--- src/shared/gpo_pkg.sv ---
// Shared constants for the three-port GPIO block: register offsets,
// field positions and reset values.
// Assumes an 8-bit register port addressed at the printed offsets.
package gpo_pkg;
   localparam logic [7:0] OFS_P1_DATA = 8'h06;
   localparam logic [7:0] OFS_P2_DATA = 8'h07;
   localparam logic [7:0] OFS_P3_DATA = 8'h08;
   localparam logic [7:0] OFS_IRQ_CTRL = 8'h0B;
   localparam logic [7:0] OFS_OPTION = 8'h81;
   localparam logic [7:0] OFS_P1_DIR = 8'h86;
   localparam logic [7:0] OFS_P2_DIR = 8'h87;
   localparam logic [7:0] OFS_P3_DIR = 8'h88;
   localparam logic [7:0] OFS_P4_DIR_CTRL = 8'h89;
   localparam logic [7:0] OFS_SERIAL_STATUS = 8'h94;

   localparam int OPT_PULLUP_N_BIT = 7;
   localparam int OPT_EDGE_SEL_BIT = 6;
   localparam int IRQ_CHANGE_FLAG_BIT = 0;
   localparam int IRQ_EXT_FLAG_BIT = 1;
   localparam int IRQ_CHANGE_EN_BIT = 3;
   localparam int IRQ_EXT_EN_BIT = 4;
   localparam int P4_PAR_MODE_BIT = 4;
   localparam int SSP_SMBUS_BIT = 6;

   localparam int P1_EXT_IRQ_PIN = 0;
   localparam int P1_PROG_ENTRY_PIN = 3;
   localparam int P1_PROG_CLOCK_PIN = 6;
   localparam int P1_PROG_DATA_PIN = 7;
   localparam int P2_TIMER_OSC_OUT_PIN = 0;
   localparam int P2_TIMER_OSC_IN_PIN = 1;
   localparam int P2_CAPTURE_ONE_PIN = 2;
   localparam int P2_SERIAL_CLOCK_PIN = 3;
   localparam int P2_SERIAL_DATA_PIN = 4;
   localparam int P2_SERIAL_OUT_PIN = 5;
   localparam int P2_UART_TRANSMIT_PIN = 6;
   localparam int P2_UART_RECEIVE_PIN = 7;

   localparam logic [7:0] DIR_RST = 8'hFF;
   localparam logic [7:0] OPTION_RST = 8'hFF;
   localparam logic [7:0] IRQ_RST = 8'h00;
   localparam logic [3:0] P4_CTRL_RST = 4'h7;
   localparam logic IRQ_MASK_BITS_RST = 1'b0;
endpackage

--- src/verilog/gpo_pin.sv ---
// One pin driver: chooses port latch or peripheral output and enable.
// Assumes the caller decides when the pin must be kept off the wire.
module gpo_pin
   import gpo_pkg::*;
(
   input wire logic core_clk,
   input wire logic srst,
   input wire logic latch_bit,
   input wire logic dir_bit,
   input wire logic periph_sel,
   input wire logic periph_oe,
   input wire logic periph_out,
   input wire logic block,
   output logic pin_out_q,
   output logic pin_oe_q
);
   logic oe_d;
   logic out_d;

   always_comb begin
      // Peripheral enable counts only while its select is active
      oe_d = periph_sel ? periph_oe : ~dir_bit;
      oe_d = oe_d & ~block;
      out_d = periph_sel ? periph_out : latch_bit;
      // Latch is unknown after power-up; keep the output defined until driven
      out_d = oe_d ? out_d : 1'b0;
   end

   always_ff @(posedge core_clk) begin
      if (srst) begin
         pin_oe_q <= 1'b0;
         pin_out_q <= 1'b0;
      end else begin
         pin_oe_q <= oe_d;
         pin_out_q <= out_d;
      end
   end
endmodule

--- src/verilog/gpo_top.sv ---
// Three 8-bit GPIO ports with pull-ups, change detection and peripheral override.
// Assumes synchronous pin inputs and a one-cycle strobed register port.
//
// Contract
// - Every port-one pin has a weak pull-up under software control.
// - Option bit 7 low enables pull-ups; outputs and reset force them off.
// - Port-one pins 4 to 7 support interrupt-on-change.
// - Input pins 4-7 mismatching last-read value set change flag; reads end mismatch.
// - Port-one pin 0 is external interrupt; Schmitt input while used so.
// - Port-one pin 3 is programming entry in low-voltage mode.
// - Port-one pins 6, 7 serve programming clock/data; Schmitt during programming.
// - Port-two direction 1 tristates the pin, 0 drives the latch.
// - With I2C on, pins 3, 4 take I2C or SMBus levels by status bit 6.
// - Enabled peripheral overrides port-two direction while it stays enabled.
// - Port/peripheral select picks latch or peripheral output per port-two pin.
// - Peripheral enable drives a port-two pin only while its select is active.
// - Port-two pins 0-2 share timer-one oscillator and capture units.
// - Port-two pins 3-7 carry serial clock, data, out and USART lines.
// - Port three is 8 bits, each pin with its own direction bit.
// - Parallel mode bit 4 of port-four control makes port three a TTL slave port.
// - Port reads return pin levels; writes update the output latch.
module gpo_top
   import gpo_pkg::*;
(
   input wire logic core_clk,
   input wire logic srst,
   input wire logic [7:0] reg_addr,
   input wire logic [7:0] reg_wdata,
   input wire logic reg_wr,
   input wire logic reg_rd,
   output logic [7:0] reg_rdata,
   input wire logic low_voltage_prog_mode,
   input wire logic serial_prog_mode,
   input wire logic i2c_enable,
   input wire logic [7:0] p1_pin_in,
   output logic [7:0] p1_pin_out,
   output logic [7:0] p1_pin_oe,
   output logic [7:0] p1_pullup_en,
   output logic [7:0] p1_schmitt_sel,
   output logic p1_pin3_prog_entry,
   output logic p1_pin6_prog_clock,
   output logic p1_pin7_prog_data,
   output logic change_irq_flag,
   output logic ext_irq_flag,
   input wire logic [7:0] p2_pin_in,
   output logic [7:0] p2_pin_out,
   output logic [7:0] p2_pin_oe,
   input wire logic [7:0] p2_periph_sel,
   input wire logic [7:0] p2_periph_oe,
   input wire logic [7:0] p2_periph_out,
   output logic [7:0] p2_periph_in,
   output logic [1:0] p2_smbus_levels,
   input wire logic [7:0] p3_pin_in,
   output logic [7:0] p3_pin_out,
   output logic [7:0] p3_pin_oe,
   output logic p3_ttl_sel,
   output logic parallel_port_mode,
   output logic [2:0] p4_direction
);
   logic [7:0] opt_q, opt_d, p1_dir_q, p1_dir_d, p2_dir_q, p2_dir_d, p3_dir_q, p3_dir_d;
   logic [7:0] p1_lat_q, p1_lat_d, p2_lat_q, p2_lat_d, p3_lat_q, p3_lat_d;
   logic [7:0] irq_q, irq_d, rdata_d;
   logic [3:0] p4_ctrl_q, p4_ctrl_d, old_q, old_d;
   logic smbus_q, smbus_d, pin0_prev_q;
   logic [7:0] pull_d, schmitt_d, p1_block;
   logic [1:0] smbus_lv_d;
   logic prog_entry_d, prog_clock_d, prog_data_d;
   logic mismatch, ext_edge, wr_hit_p1, rd_hit_p1;

   assign wr_hit_p1 = reg_wr && reg_addr == OFS_P1_DATA;
   assign rd_hit_p1 = reg_rd && reg_addr == OFS_P1_DATA;
   // Only input pins 4-7 take part in the comparison
   assign mismatch = |((p1_pin_in[7:4] ^ old_q) & p1_dir_q[7:4]);
   assign ext_edge = opt_q[OPT_EDGE_SEL_BIT] ? (p1_pin_in[P1_EXT_IRQ_PIN] & ~pin0_prev_q)
                                              : (~p1_pin_in[P1_EXT_IRQ_PIN] & pin0_prev_q);

   // Register file and event flags
   always_comb begin
      opt_d = opt_q;
      p1_dir_d = p1_dir_q;
      p2_dir_d = p2_dir_q;
      p3_dir_d = p3_dir_q;
      p4_ctrl_d = p4_ctrl_q;
      irq_d = irq_q;
      smbus_d = smbus_q;
      old_d = old_q;
      p1_lat_d = p1_lat_q;
      p2_lat_d = p2_lat_q;
      p3_lat_d = p3_lat_q;
      if (reg_wr) begin
         case (reg_addr)
            OFS_P1_DATA: p1_lat_d = reg_wdata;
            OFS_P2_DATA: p2_lat_d = reg_wdata;
            OFS_P3_DATA: p3_lat_d = reg_wdata;
            OFS_OPTION: opt_d = reg_wdata;
            OFS_P1_DIR: p1_dir_d = reg_wdata;
            OFS_P2_DIR: p2_dir_d = reg_wdata;
            OFS_P3_DIR: p3_dir_d = reg_wdata;
            OFS_P4_DIR_CTRL: p4_ctrl_d = {reg_wdata[P4_PAR_MODE_BIT], reg_wdata[2:0]};
            OFS_IRQ_CTRL: irq_d = reg_wdata & 8'h1B;
            OFS_SERIAL_STATUS: smbus_d = reg_wdata[SSP_SMBUS_BIT];
            default: ;
         endcase
      end
      // A write is read-modify-write too, so it also refreshes the compare value
      if (rd_hit_p1 || wr_hit_p1) begin
         old_d = p1_pin_in[7:4];
      end
      // Hardware set wins over a software clear in the same cycle
      if (mismatch) begin
         irq_d[IRQ_CHANGE_FLAG_BIT] = 1'b1;
      end
      if (ext_edge) begin
         irq_d[IRQ_EXT_FLAG_BIT] = 1'b1;
      end
   end

   always_ff @(posedge core_clk) begin
      if (srst) begin
         opt_q <= OPTION_RST;
         p1_dir_q <= DIR_RST;
         p2_dir_q <= DIR_RST;
         p3_dir_q <= DIR_RST;
         p4_ctrl_q <= P4_CTRL_RST;
         irq_q <= IRQ_RST;
         smbus_q <= IRQ_MASK_BITS_RST;
         // Follow the pins through reset so release shows no false change or edge
         old_q <= p1_pin_in[7:4];
         pin0_prev_q <= p1_pin_in[P1_EXT_IRQ_PIN];
      end else begin
         opt_q <= opt_d;
         p1_dir_q <= p1_dir_d;
         p2_dir_q <= p2_dir_d;
         p3_dir_q <= p3_dir_d;
         p4_ctrl_q <= p4_ctrl_d;
         irq_q <= irq_d;
         smbus_q <= smbus_d;
         old_q <= old_d;
         pin0_prev_q <= p1_pin_in[P1_EXT_IRQ_PIN];
      end
   end

   // Data latches carry no reset: their content survives every reset
   always_ff @(posedge core_clk) begin
      p1_lat_q <= p1_lat_d;
      p2_lat_q <= p2_lat_d;
      p3_lat_q <= p3_lat_d;
   end

   // Read path: pin levels, not latches, for the port data registers
   always_comb begin
      rdata_d = 8'h00;
      if (reg_rd) begin
         case (reg_addr)
            OFS_P1_DATA: rdata_d = p1_pin_in;
            OFS_P2_DATA: rdata_d = p2_pin_in;
            OFS_P3_DATA: rdata_d = p3_pin_in;
            OFS_OPTION: rdata_d = opt_q;
            OFS_P1_DIR: rdata_d = p1_dir_q;
            OFS_P2_DIR: rdata_d = p2_dir_q;
            OFS_P3_DIR: rdata_d = p3_dir_q;
            OFS_P4_DIR_CTRL: rdata_d = {3'h0, p4_ctrl_q[3], 1'b0, p4_ctrl_q[2:0]};
            OFS_IRQ_CTRL: rdata_d = irq_q;
            OFS_SERIAL_STATUS: rdata_d = {1'b0, smbus_q, 6'h00};
            default: rdata_d = 8'h00;
         endcase
      end
   end

   // Pin-function qualifiers for port one and the I2C levels on port two
   always_comb begin
      // Pull-up only on input pins and only while the active-low enable is low
      pull_d = opt_q[OPT_PULLUP_N_BIT] ? 8'h00 : p1_dir_q;
      schmitt_d = 8'h00;
      schmitt_d[P1_EXT_IRQ_PIN] = irq_q[IRQ_EXT_EN_BIT];
      schmitt_d[P1_PROG_CLOCK_PIN] = serial_prog_mode;
      schmitt_d[P1_PROG_DATA_PIN] = serial_prog_mode;
      p1_block = 8'h00;
      p1_block[P1_PROG_ENTRY_PIN] = low_voltage_prog_mode;
      p1_block[P1_PROG_CLOCK_PIN] = serial_prog_mode;
      p1_block[P1_PROG_DATA_PIN] = serial_prog_mode;
      prog_entry_d = low_voltage_prog_mode & p1_pin_in[P1_PROG_ENTRY_PIN];
      prog_clock_d = serial_prog_mode & p1_pin_in[P1_PROG_CLOCK_PIN];
      prog_data_d = serial_prog_mode & p1_pin_in[P1_PROG_DATA_PIN];
      // Each bit set means SMBus thresholds on that serial pin
      smbus_lv_d = (i2c_enable && smbus_q) ? 2'b11 : 2'b00;
   end

   always_ff @(posedge core_clk) begin
      if (srst) begin
         reg_rdata <= 8'h00;
         p1_pullup_en <= 8'h00;
         p1_schmitt_sel <= 8'h00;
         p1_pin3_prog_entry <= 1'b0;
         p1_pin6_prog_clock <= 1'b0;
         p1_pin7_prog_data <= 1'b0;
         p2_periph_in <= 8'h00;
         p2_smbus_levels <= 2'b00;
         p3_ttl_sel <= 1'b0;
         parallel_port_mode <= 1'b0;
         p4_direction <= 3'h7;
         change_irq_flag <= 1'b0;
         ext_irq_flag <= 1'b0;
      end else begin
         reg_rdata <= rdata_d;
         p1_pullup_en <= pull_d;
         p1_schmitt_sel <= schmitt_d;
         p1_pin3_prog_entry <= prog_entry_d;
         p1_pin6_prog_clock <= prog_clock_d;
         p1_pin7_prog_data <= prog_data_d;
         // Peripherals at every port-two position see the pin level
         p2_periph_in <= p2_pin_in;
         p2_smbus_levels <= smbus_lv_d;
         p3_ttl_sel <= p4_ctrl_q[3];
         parallel_port_mode <= p4_ctrl_q[3];
         p4_direction <= p4_ctrl_q[2:0];
         change_irq_flag <= irq_q[IRQ_CHANGE_FLAG_BIT];
         ext_irq_flag <= irq_q[IRQ_EXT_FLAG_BIT];
      end
   end

   // Pin drivers; port three stays off the wire in parallel slave mode
   genvar i;
   generate
      for (i = 0; i < 8; i++) begin : g_pin
         gpo_pin u_p1 (
            .core_clk(core_clk), .srst(srst), .latch_bit(p1_lat_q[i]),
            .dir_bit(p1_dir_q[i]), .periph_sel(1'b0), .periph_oe(1'b0),
            .periph_out(1'b0), .block(p1_block[i]),
            .pin_out_q(p1_pin_out[i]), .pin_oe_q(p1_pin_oe[i]));
         gpo_pin u_p2 (
            .core_clk(core_clk), .srst(srst), .latch_bit(p2_lat_q[i]),
            .dir_bit(p2_dir_q[i]), .periph_sel(p2_periph_sel[i]),
            .periph_oe(p2_periph_oe[i]), .periph_out(p2_periph_out[i]), .block(1'b0),
            .pin_out_q(p2_pin_out[i]), .pin_oe_q(p2_pin_oe[i]));
         gpo_pin u_p3 (
            .core_clk(core_clk), .srst(srst), .latch_bit(p3_lat_q[i]),
            .dir_bit(p3_dir_q[i]), .periph_sel(1'b0), .periph_oe(1'b0),
            .periph_out(1'b0), .block(p4_ctrl_q[3]),
            .pin_out_q(p3_pin_out[i]), .pin_oe_q(p3_pin_oe[i]));
      end
   endgenerate
endmodule

--- config.mk ---
export PLATFORM = sky130hd
export DESIGN_NAME = gpo_top
export DESIGN_NICKNAME = d
export VERILOG_FILES = /design/src/shared/gpo_pkg.sv /design/src/verilog/gpo_pin.sv /design/src/verilog/gpo_top.sv
export SDC_FILE = /design/constraint.sdc
export NUM_CORES = 1
export LEC_CHECK = 0
export BUFFER_PORTS_ARGS = -buffer_cell sky130_fd_sc_hd__buf_2
export CAP_MARGIN = 20
export CORE_UTILIZATION = 35
export CTS_CLUSTER_DIAMETER = 30
export DETAILED_ROUTE_END_ITERATION = 12
export GPL_ROUTABILITY_DRIVEN = 0
export PLACE_DENSITY = 0.66
export SLEW_MARGIN = 20
export SYNTH_ARGS = -nofsm -noshare
export SYNTH_HDL_FRONTEND = slang
export SYNTH_HIERARCHICAL = 1
export SYNTH_SLANG_ARGS = --single-unit
--- constraint.sdc ---
create_clock -name core_clk -period 2.1 [get_ports core_clk]
set_input_delay 0.63 -clock core_clk [delete_from_list [all_inputs] [get_ports core_clk]]
set_output_delay 0.63 -clock core_clk [all_outputs]
set_load 0.005 [all_outputs]
== Yosys cells after proc, flatten, opt, wreduce, memory -nomap -nowiden ==
Cells that the tools add are included.
Storage, ports and cells
  bits in registers: 160
  bits of input ports: 71
  logic and storage cells: 225
Operators by class
  eq/ne operators: 10
  mux-type cells: 25
  bitwise operators: 67
  reduce and logical (&&, ||, !) cells: 48
Operators by type and width (count)
  $pmux 8 s10: 1
  $reduce_or 2->1: 26
  $not 1->1: 49
  $eq 8x8->1 const B: 6
  $reduce_and 2->1: 12
  $mux 1: 19
  $and 1x1->1: 16
  $eq 8x3->1 const B: 2
  $eq 8x4->1 const B: 2
  $reduce_bool 2->1: 5
  $mux 4: 2
  $mux 2: 3
  $and 4x4->4: 1
  $reduce_or 4->1: 1
  $xor 4x4->4: 1
  $logic_and 1x1->1: 3
  $logic_or 1x1->1: 1

== Longest topological paths before layout ==
Gate-level depths: netlist of run 1.
  word-level depth: 5
  gate-level depth with buffers: 7

== By module ==
Netlist of run 1, hierarchy kept.
Modules (own cells, without submodules)
  gpo_top: times used 1, cells each 379, area an instance 4377.9 um^2
  gpo_pin: times used 24, cells each 7, area an instance 82.6 um^2

== Worst setup path after synthesis of run 1 ==
OpenSTA, ideal clock, no wires.
  kind: input -> register
  from: in reg_addr[0]
  to: reg p3_lat_q[0], enable pin
  setup time: 0.370 ns
  arrival time: 1.737 ns
  setup slack: -0.007 ns
  stages on the path: 3
  buffers on the path: 1
  cells stage by stage: buf_2 or4b_1 nor2_1
On the way
  longest elaborated chain between the ends: 2
Ends and longest elaborated chain
  from (decl): RTL line gpo_top.sv:27  | input wire logic [7:0] reg_addr,
  $eq 8x4->1: RTL line gpo_top.sv:91  | case (reg_addr)
  $reduce_and 2->1 (no source line)
  to (signal assigned): RTL line gpo_top.sv:147  | p3_lat_q <= p3_lat_d;
  to (decl): RTL line gpo_top.sv:61  | logic [7:0] p1_lat_q, p1_lat_d, p2_lat_q, p2_lat_d, p3_lat_q, p3_lat_d;
Every way passes these cells.
A chain may end at the register's enable or synchronous reset.

== Final worst setup path of run 1 ==
  from: in reg_addr[0]
  to: reg reg_rdata[3]
On the way
  longest elaborated chain between the ends: 2
  elaborated cells between the ends (all ways): 11
  classes of those cells: eq/ne (10); mux (1)
Ends and longest elaborated chain
  $eq 8x8->1, or another cell as far along: RTL line gpo_top.sv:154  | case (reg_addr)
  $pmux 8 s10 *: RTL line gpo_top.sv:154
  to (signal assigned): RTL line gpo_top.sv:205  | reg_rdata <= rdata_d;
  to (decl): RTL line gpo_top.sv:31  | output logic [7:0] reg_rdata,
Every way passes the cells marked *; elsewhere a longest branch is shown, timed or not.

==> flow_metrics.py, run 1 <==
metrics = {
    "cts": {
        "clk_latency_ps": 420,
        "hold_buffers": 0,
        "root_buffer": "clkbuf_16",
        "tritoncts": "done",
        "cts_buffers": 17,
        "cts_sinks": 154,
        "cts_buffer_depth": 2,
        "cts_htree_levels": 4,
        "post_cts_resized": 0,
        "cts_setup_buffers": 0,
        "cts.reportedPaths.clkPinSlew_ps": 60,
    },
    "floorplan": {
        "coreArea_sq_um": 17500,
        "dieHeight_microns": 137,
        "dieArea_sq_um": 18700,
        "die_w_microns": 137,
        "rows": 48,
        "initial_core_util": 0.363,
        "io_pins": 163,
    },
    "timing": {
        "hold_ws_ps": 372,
        "period_needed_ps": 1750,
        "finalMaxSlewViolations": 0,
        "rsz0062_at_grt": "false",
        "setup_viol": 0,
        "finClkSkew_ps": 8.32,
        "hold_viol": 0,
        "tns_ps": 0,
        "fmax_mhz": 571,
        "finalCritPeriodShare": 0.833,
    },
    "power": {
        "pwr-share-comb": 0.074,
        "power.density_nw_per_um2": 761,
        "p_seq_frac": 0.470,
        "p_clk_frac": 0.456,
        "p_int_mw": 5.08,
        "leakage_nw": 3.65,
        "p_sw_mw": 1.46,
        "switching_share": 0.223,
        "fin_total_pwr_mw": 6.53,
        "peakVddDrop_uv": 583,
    },
    "logic_synthesis": {
        "synth_top_cell_by_area": "dfxtp_1",
        "synthCells": 547,
        "syn_area_per_cell_sq_um": 11.6,
        "synthTopCellsByCount": "126 x dfxtp_1, 40 x nand2_1, 36 x a211o_1, 36 x nor2_1, 32 x mux2i_1",
        "ys_ff_latch": 154,
        "synthTopCellsByArea": "dfxtp_1 40%, edfxtp_1 13%, a2111oi_2 5.7%",
        "synth_flop_cell": "dfxtp_1",
        "synth_warnings": 6,
        "synth-seq-area-share": 0.529,
        "async_flop_share": 0,
        "syn-cell-area_sq_um": 6360,
        "synth_top_cell_area_share": 0.397,
        "synth_edf_count": 28,
        "synthMostInstantiatedCell": "dfxtp_1",
        "yosysUniqueCellTypes": 55,
    },
    "place": {
        "io_buffers": 157,
        "dp_cells": 1049,
        "dp_hpwl_mm": 12.5,
    },
    "run_status": {
        "status": "completed",
    },
    "global_route": {
        "grt_max_degree": 39,
        "grt_use_total": 0.186,
        "antenna_found_initial": 0,
        "grt-ovfl-total": 0,
        "grt_pass1_wl_mm": 25.6,
        "grt_pass1_vias": 4589,
    },
    "setup_path": {
        "critPathLaunchType": "input port",
        "r2r_end": "reg_rdata[3]",
        "arrival_ps": 2090,
        "path_class": "input port to flop",
        "r2r-start": "p3_dir_q[3]",
        "rrSetupSlack_ps": 830,
        "required_ps": 2440,
        "reg2regPathDepth": 4,
        "cp-end-kind": "flop",
        "path_max_fanout": 9,
    },
    "drt": {
        "num_vias": 5026,
        "post-route-drc-count": 0,
        "routed_wl_mm": 16.5,
        "final_antenna_net_count": 0,
        "drt_pass1_iterations": 5,
        "initialDrtViolationCount": 291,
        "routed_via_density": 4.65,
        "wl_per_cell_microns": 15.3,
    },
    "run": {
        "drv_cap": 0,
    },
    "layout": {
        "final_nets": 914,
        "layout-drive-gt1-share": 0.326,
        "finish.utilization": 0.490,
        "syn_to_final_growth_pct": 35.0,
        "num_antenna_cells": 0,
        "final_cells": 1080,
    },
    "hold_path": {
        "holdPathStages": 1,
        "hold_start": "p1_pin_in[0]",
        "hold_end": "pin0_prev_q",
        "min_path_type": "input port to flop",
    },
}
[power by group through the flow]
| stage | clock network (mW) | logic, mW | registers (mW) |
|---|---|---|---|
| finish | 2.98 | 0.481 | 3.07 |
| global route | 3.16 | 0.532 | 3.08 |
| CTS | 3.04 | 0.481 | 3.07 |
| detailed placement | 0 | 0.480 | 3.14 |
| global placement | 0 | 0.478 | 3.14 |
| floorplan | 0 | 0.240 | 3.14 |
[routing by layer]
metal | up-vias | share of wire | track usage
li1 | 2522 | - | -
met5 | - | 0 | 0
met1 | 2297 | 0.45 | 0.245
met4 | 0 | 0.013 | 0.0641
met3 | 19 | 0.058 | 0.0422
met2 | 188 | 0.48 | 0.299
[critical path, stage by stage]
cell and delay (ps):
buf_2 160, or4b_1 580, a21oi_1 260, o41ai_4 110, buf_4 190, a41oi_1 160
[placed cells by master, fill, tap and decap left out, drive strengths merged, types with 7 or more instances in the layout]
cell type / n
a2111oi: 24
a211o: 36
a211oi: 24
a21oi: 8
a22oi: 12
and2: 10
buf: 197
clkbuf: 25
conb: 111
dfxtp: 126
edfxtp: 28
inv: 11
mux2: 11
mux2i: 32
nand2: 40
nor2: 36
nor2b: 29
nor3: 7
or2: 27
[final cells by class]
type	instances	area, sq um
clock buffer	25	517
clock inverter	6	60.1
fill	1632	8950
inverter	10	37.5
multi-input combinational	463	3180
sequential	154	3360
tap	225	282
timing repair buffer	197	1150
[how the worst max path moves through the flow]
stage / endpoint / cells past startpoint / startpoint / slack, ps
6_report: reg_rdata[3] / 6 / reg_addr[0] / 350
5_1_grt: reg_rdata[3] / 6 / reg_addr[0] / 320
4_1_cts: reg_rdata[3] / 6 / reg_addr[0] / 380
3_3_place_gp: reg_rdata[6] / 6 / reg_addr[0] / 1
3_5_place_dp: reg_rdata[6] / 6 / reg_addr[0] / -60
2_1_floorplan: p2_lat_q[0] / 3 / reg_addr[5] / 20
[kinds of logic (layout without fill, tap and decap cells)]
group / count (synthesis) / after routing / share of synthesized area
AO/OA/AOI/OAI: 125 / 125 / 0.185
XOR/XNOR: 4 / 4 / 0.00551
buffers and inverters: 40 / 238 / 0.0372
flip-flops: 154 / 154 / 0.529
multiplexers: 44 / 44 / 0.0734
other: 1 / 111 / 0.000590
AND/OR/NAND/NOR: 179 / 179 / 0.170
[metrics by stage]
stage          instance area [sq um]  worst slack [ps]
2_1_floorplan                   6780              16.5
3_3_place_gp                    8010              1.25
6_report                        8590               350
5_1_grt                         8590               325
3_5_place_dp                    8010             -64.0
4_1_cts                         8590               383
No activity file was read; power rests on OpenSTA's default activity.
==> run 2, diff against run 1 <==
--- a/config.mk
+++ b/config.mk
@@ -11,7 +11,7 @@
 export CTS_CLUSTER_DIAMETER = 30
 export DETAILED_ROUTE_END_ITERATION = 12
 export GPL_ROUTABILITY_DRIVEN = 0
-export PLACE_DENSITY = 0.66
+export PLACE_DENSITY = 0.64
 export SLEW_MARGIN = 20
 export SYNTH_ARGS = -nofsm -noshare
 export SYNTH_HDL_FRONTEND = slang
==> constraint.sdc (replaced) <==
create_clock -name core_clk -period 1.8 [get_ports core_clk]
set_input_delay 0.54 -clock core_clk [delete_from_list [all_inputs] [get_ports core_clk]]
set_output_delay 0.54 -clock core_clk [all_outputs]
set_load 0.005 [all_outputs]
==> run 2 against run 1 <==
Effect of this change: cell area grew 2.1%; global-route usage grew 0.23 points; non-clock buffer count grew 16; critical endpoint is now reg_rdata[6]; largest power group is now clock; die area is the same; clock power grew 26%; power grew 21%.
==> flow_metrics.py, run 2 (synthesis results as in run 1) <==
metrics = {
    "timing": {
        "finClkSkew_ps": 6.25,
        "finalCritPeriodShare": 0.901,
        "slew_headroom": 0.577,
        "tightest_slew_ps": 632,
        "period_needed_ps": 1620,
        "hold_ws_ps": 285,
        "rsz0062_at_grt": "false",
        "finalMaxSlewViolations": 0,
        "tns_ps": 0,
        "setup_viol": 0,
        "hold_viol": 0,
        "fmax_mhz": 616,
    },
    "cts": {
        "tritoncts": "done",
        "clk_latency_ps": 420,
        "cts_sinks": 154,
        "cts_htree_levels": 4,
        "hold_buffers": 0,
        "post_cts_resized": 0,
        "root_buffer": "clkbuf_16",
        "cts_setup_buffers": 0,
        "cts_buffers": 17,
        "cts.reportedPaths.clkPinSlew_ps": 60,
        "cts_buffer_depth": 2,
    },
    "place": {
        "io_buffers": 157,
        "dp_cells": 1065,
        "dp_hpwl_mm": 12.7,
    },
    "power": {
        "peakVddDrop_uv": 666,
        "power.density_nw_per_um2": 902,
        "leakage_nw": 3.74,
    },
    "setup_path": {
        "slowest_delay_ps": 670,
        "r2r_end": "reg_rdata[3]",
        "setup.worst_path.end": "reg_rdata[6]",
        "startpoint": "reg_addr[5]",
        "path_class": "input port to flop",
        "required_ps": 2070,
        "cp-end-kind": "flop",
        "r2r-start": "p3_dir_q[3]",
        "path_cells": "buf_2 > buf_4 > nor4b_1 > and3_1 > o41ai_4 > a41oi_1",
        "path_max_fanout": 8,
        "critPathLaunchType": "input port",
        "cpMaxStageDelayCell": "o41ai_4",
        "arrival_ps": 1890,
        "reg2regPathDepth": 4,
        "rrSetupSlack_ps": 530,
    },
    "global_route": {
        "met2_usage": 0.298,
        "grt-ovfl-total": 0,
        "top_usage_layer": "met2",
        "gr-usage-met3": 0.0407,
        "grt_max_degree": 36,
        "grt_pass1_wl_mm": 26.1,
        "grt_use_total": 0.189,
        "antenna_found_initial": 0,
        "grtUsageMet1": 0.248,
        "grt_pass1_vias": 4830,
    },
    "floorplan": {
        "dieArea_sq_um": 18700,
        "dieHeight_microns": 137,
        "io_pins": 163,
        "coreArea_sq_um": 17500,
        "initial_core_util": 0.363,
        "die_w_microns": 137,
        "rows": 48,
    },
    "layout": {
        "multiInputGateArea_sq_um": 3200,
        "fill_cells": 1664,
        "register_area_sq_um": 3360,
        "layout_common_cells": "156 x buf_2, 126 x dfxtp_1, 111 x conb_1",
        "num_antenna_cells": 0,
        "layout-drive-gt1-share": 0.344,
        "syn_to_final_growth_pct": 37.9,
        "final_common_cell": "buf_2",
        "final_nets": 930,
        "final_cells": 1096,
    },
    "drt": {
        "initialDrtViolationCount": 247,
        "final_antenna_net_count": 0,
        "wl_per_cell_microns": 15.2,
        "num_vias": 5022,
        "routed_via_density": 4.58,
        "routed_wl_mm": 16.7,
        "drt_pass1_iterations": 4,
        "post-route-drc-count": 0,
    },
    "run_status": {
        "status": "completed",
    },
    "run": {
        "drv_cap": 0,
    },
    "hold_path": {
        "min_path_type": "input port to flop",
    },
}
[run 2: cell count changes in the layout (fill, tap and decap cells not counted), moves of 2 or more]
cell / previous run / this run
clkbuf_1: 3 / 1
bufinv_16: 1 / 4
clkbuf_8: 4 / 1
buf_4: 36 / 52
[run 2: worst min path at each step]
stage | from | end | cells past startpoint
after floorplan | smbus_q | p2_smbus_levels[0] | 2
after global placement | smbus_q | p2_smbus_levels[0] | 2
after detailed placement | irq_q[3] | irq_q[3] | 2
after CTS | p1_pin_in[0] | pin0_prev_q | 1
after global routing | p1_pin_in[0] | pin0_prev_q | 1
final | p1_pin_in[0] | pin0_prev_q | 1
[run 2: worst max-delay path, delay by kind of cell]
kind	cells	cell delay, ps
AOI/OAI and AO/OA	2	770
buffers and inverters	2	310
and+or+nand+nor	2	280
[run 2: routing by layer]
layer / part of all wire / up-vias
met5: 0 / -
met4: 0.026 / 0
met3: 0.047 / 30
met2: 0.47 / 133
met1: 0.46 / 2302
li1: - / 2557
[run 2: where the power goes]
| group | switching, mW | leakage (nW) | internal [mW] |
|---|---|---|---|
| clock network | 1.40 | 0.301 | 2.34 |
| logic | 0.328 | 2.16 | 0.251 |
| registers | 0.0188 | 1.28 | 3.57 |
[run 2: area by class of cell]
| cell class | count | area share |
|---|---|---|
| well taps | 225 | 0.0321 |
| inverters | 10 | 0.00428 |
| multi-input cells | 463 | 0.365 |
| flip-flops and latches | 154 | 0.384 |
| clock buffers | 19 | 0.0505 |
| clock inverters | 12 | 0.0197 |
| repair buffers | 213 | 0.145 |
[run 2: metrics by stage]
stage	total power [mW]	setup WS, ps	area, sq um	utilization
floorplan	3.95	-65.0	6820	-
global placement	4.23	-206	8150	0.465
detailed placement	4.24	-256	8150	0.465
CTS	7.99	187	8770	0.500
global route	8.20	116	8770	0.500
finish	7.91	178	8770	0.500
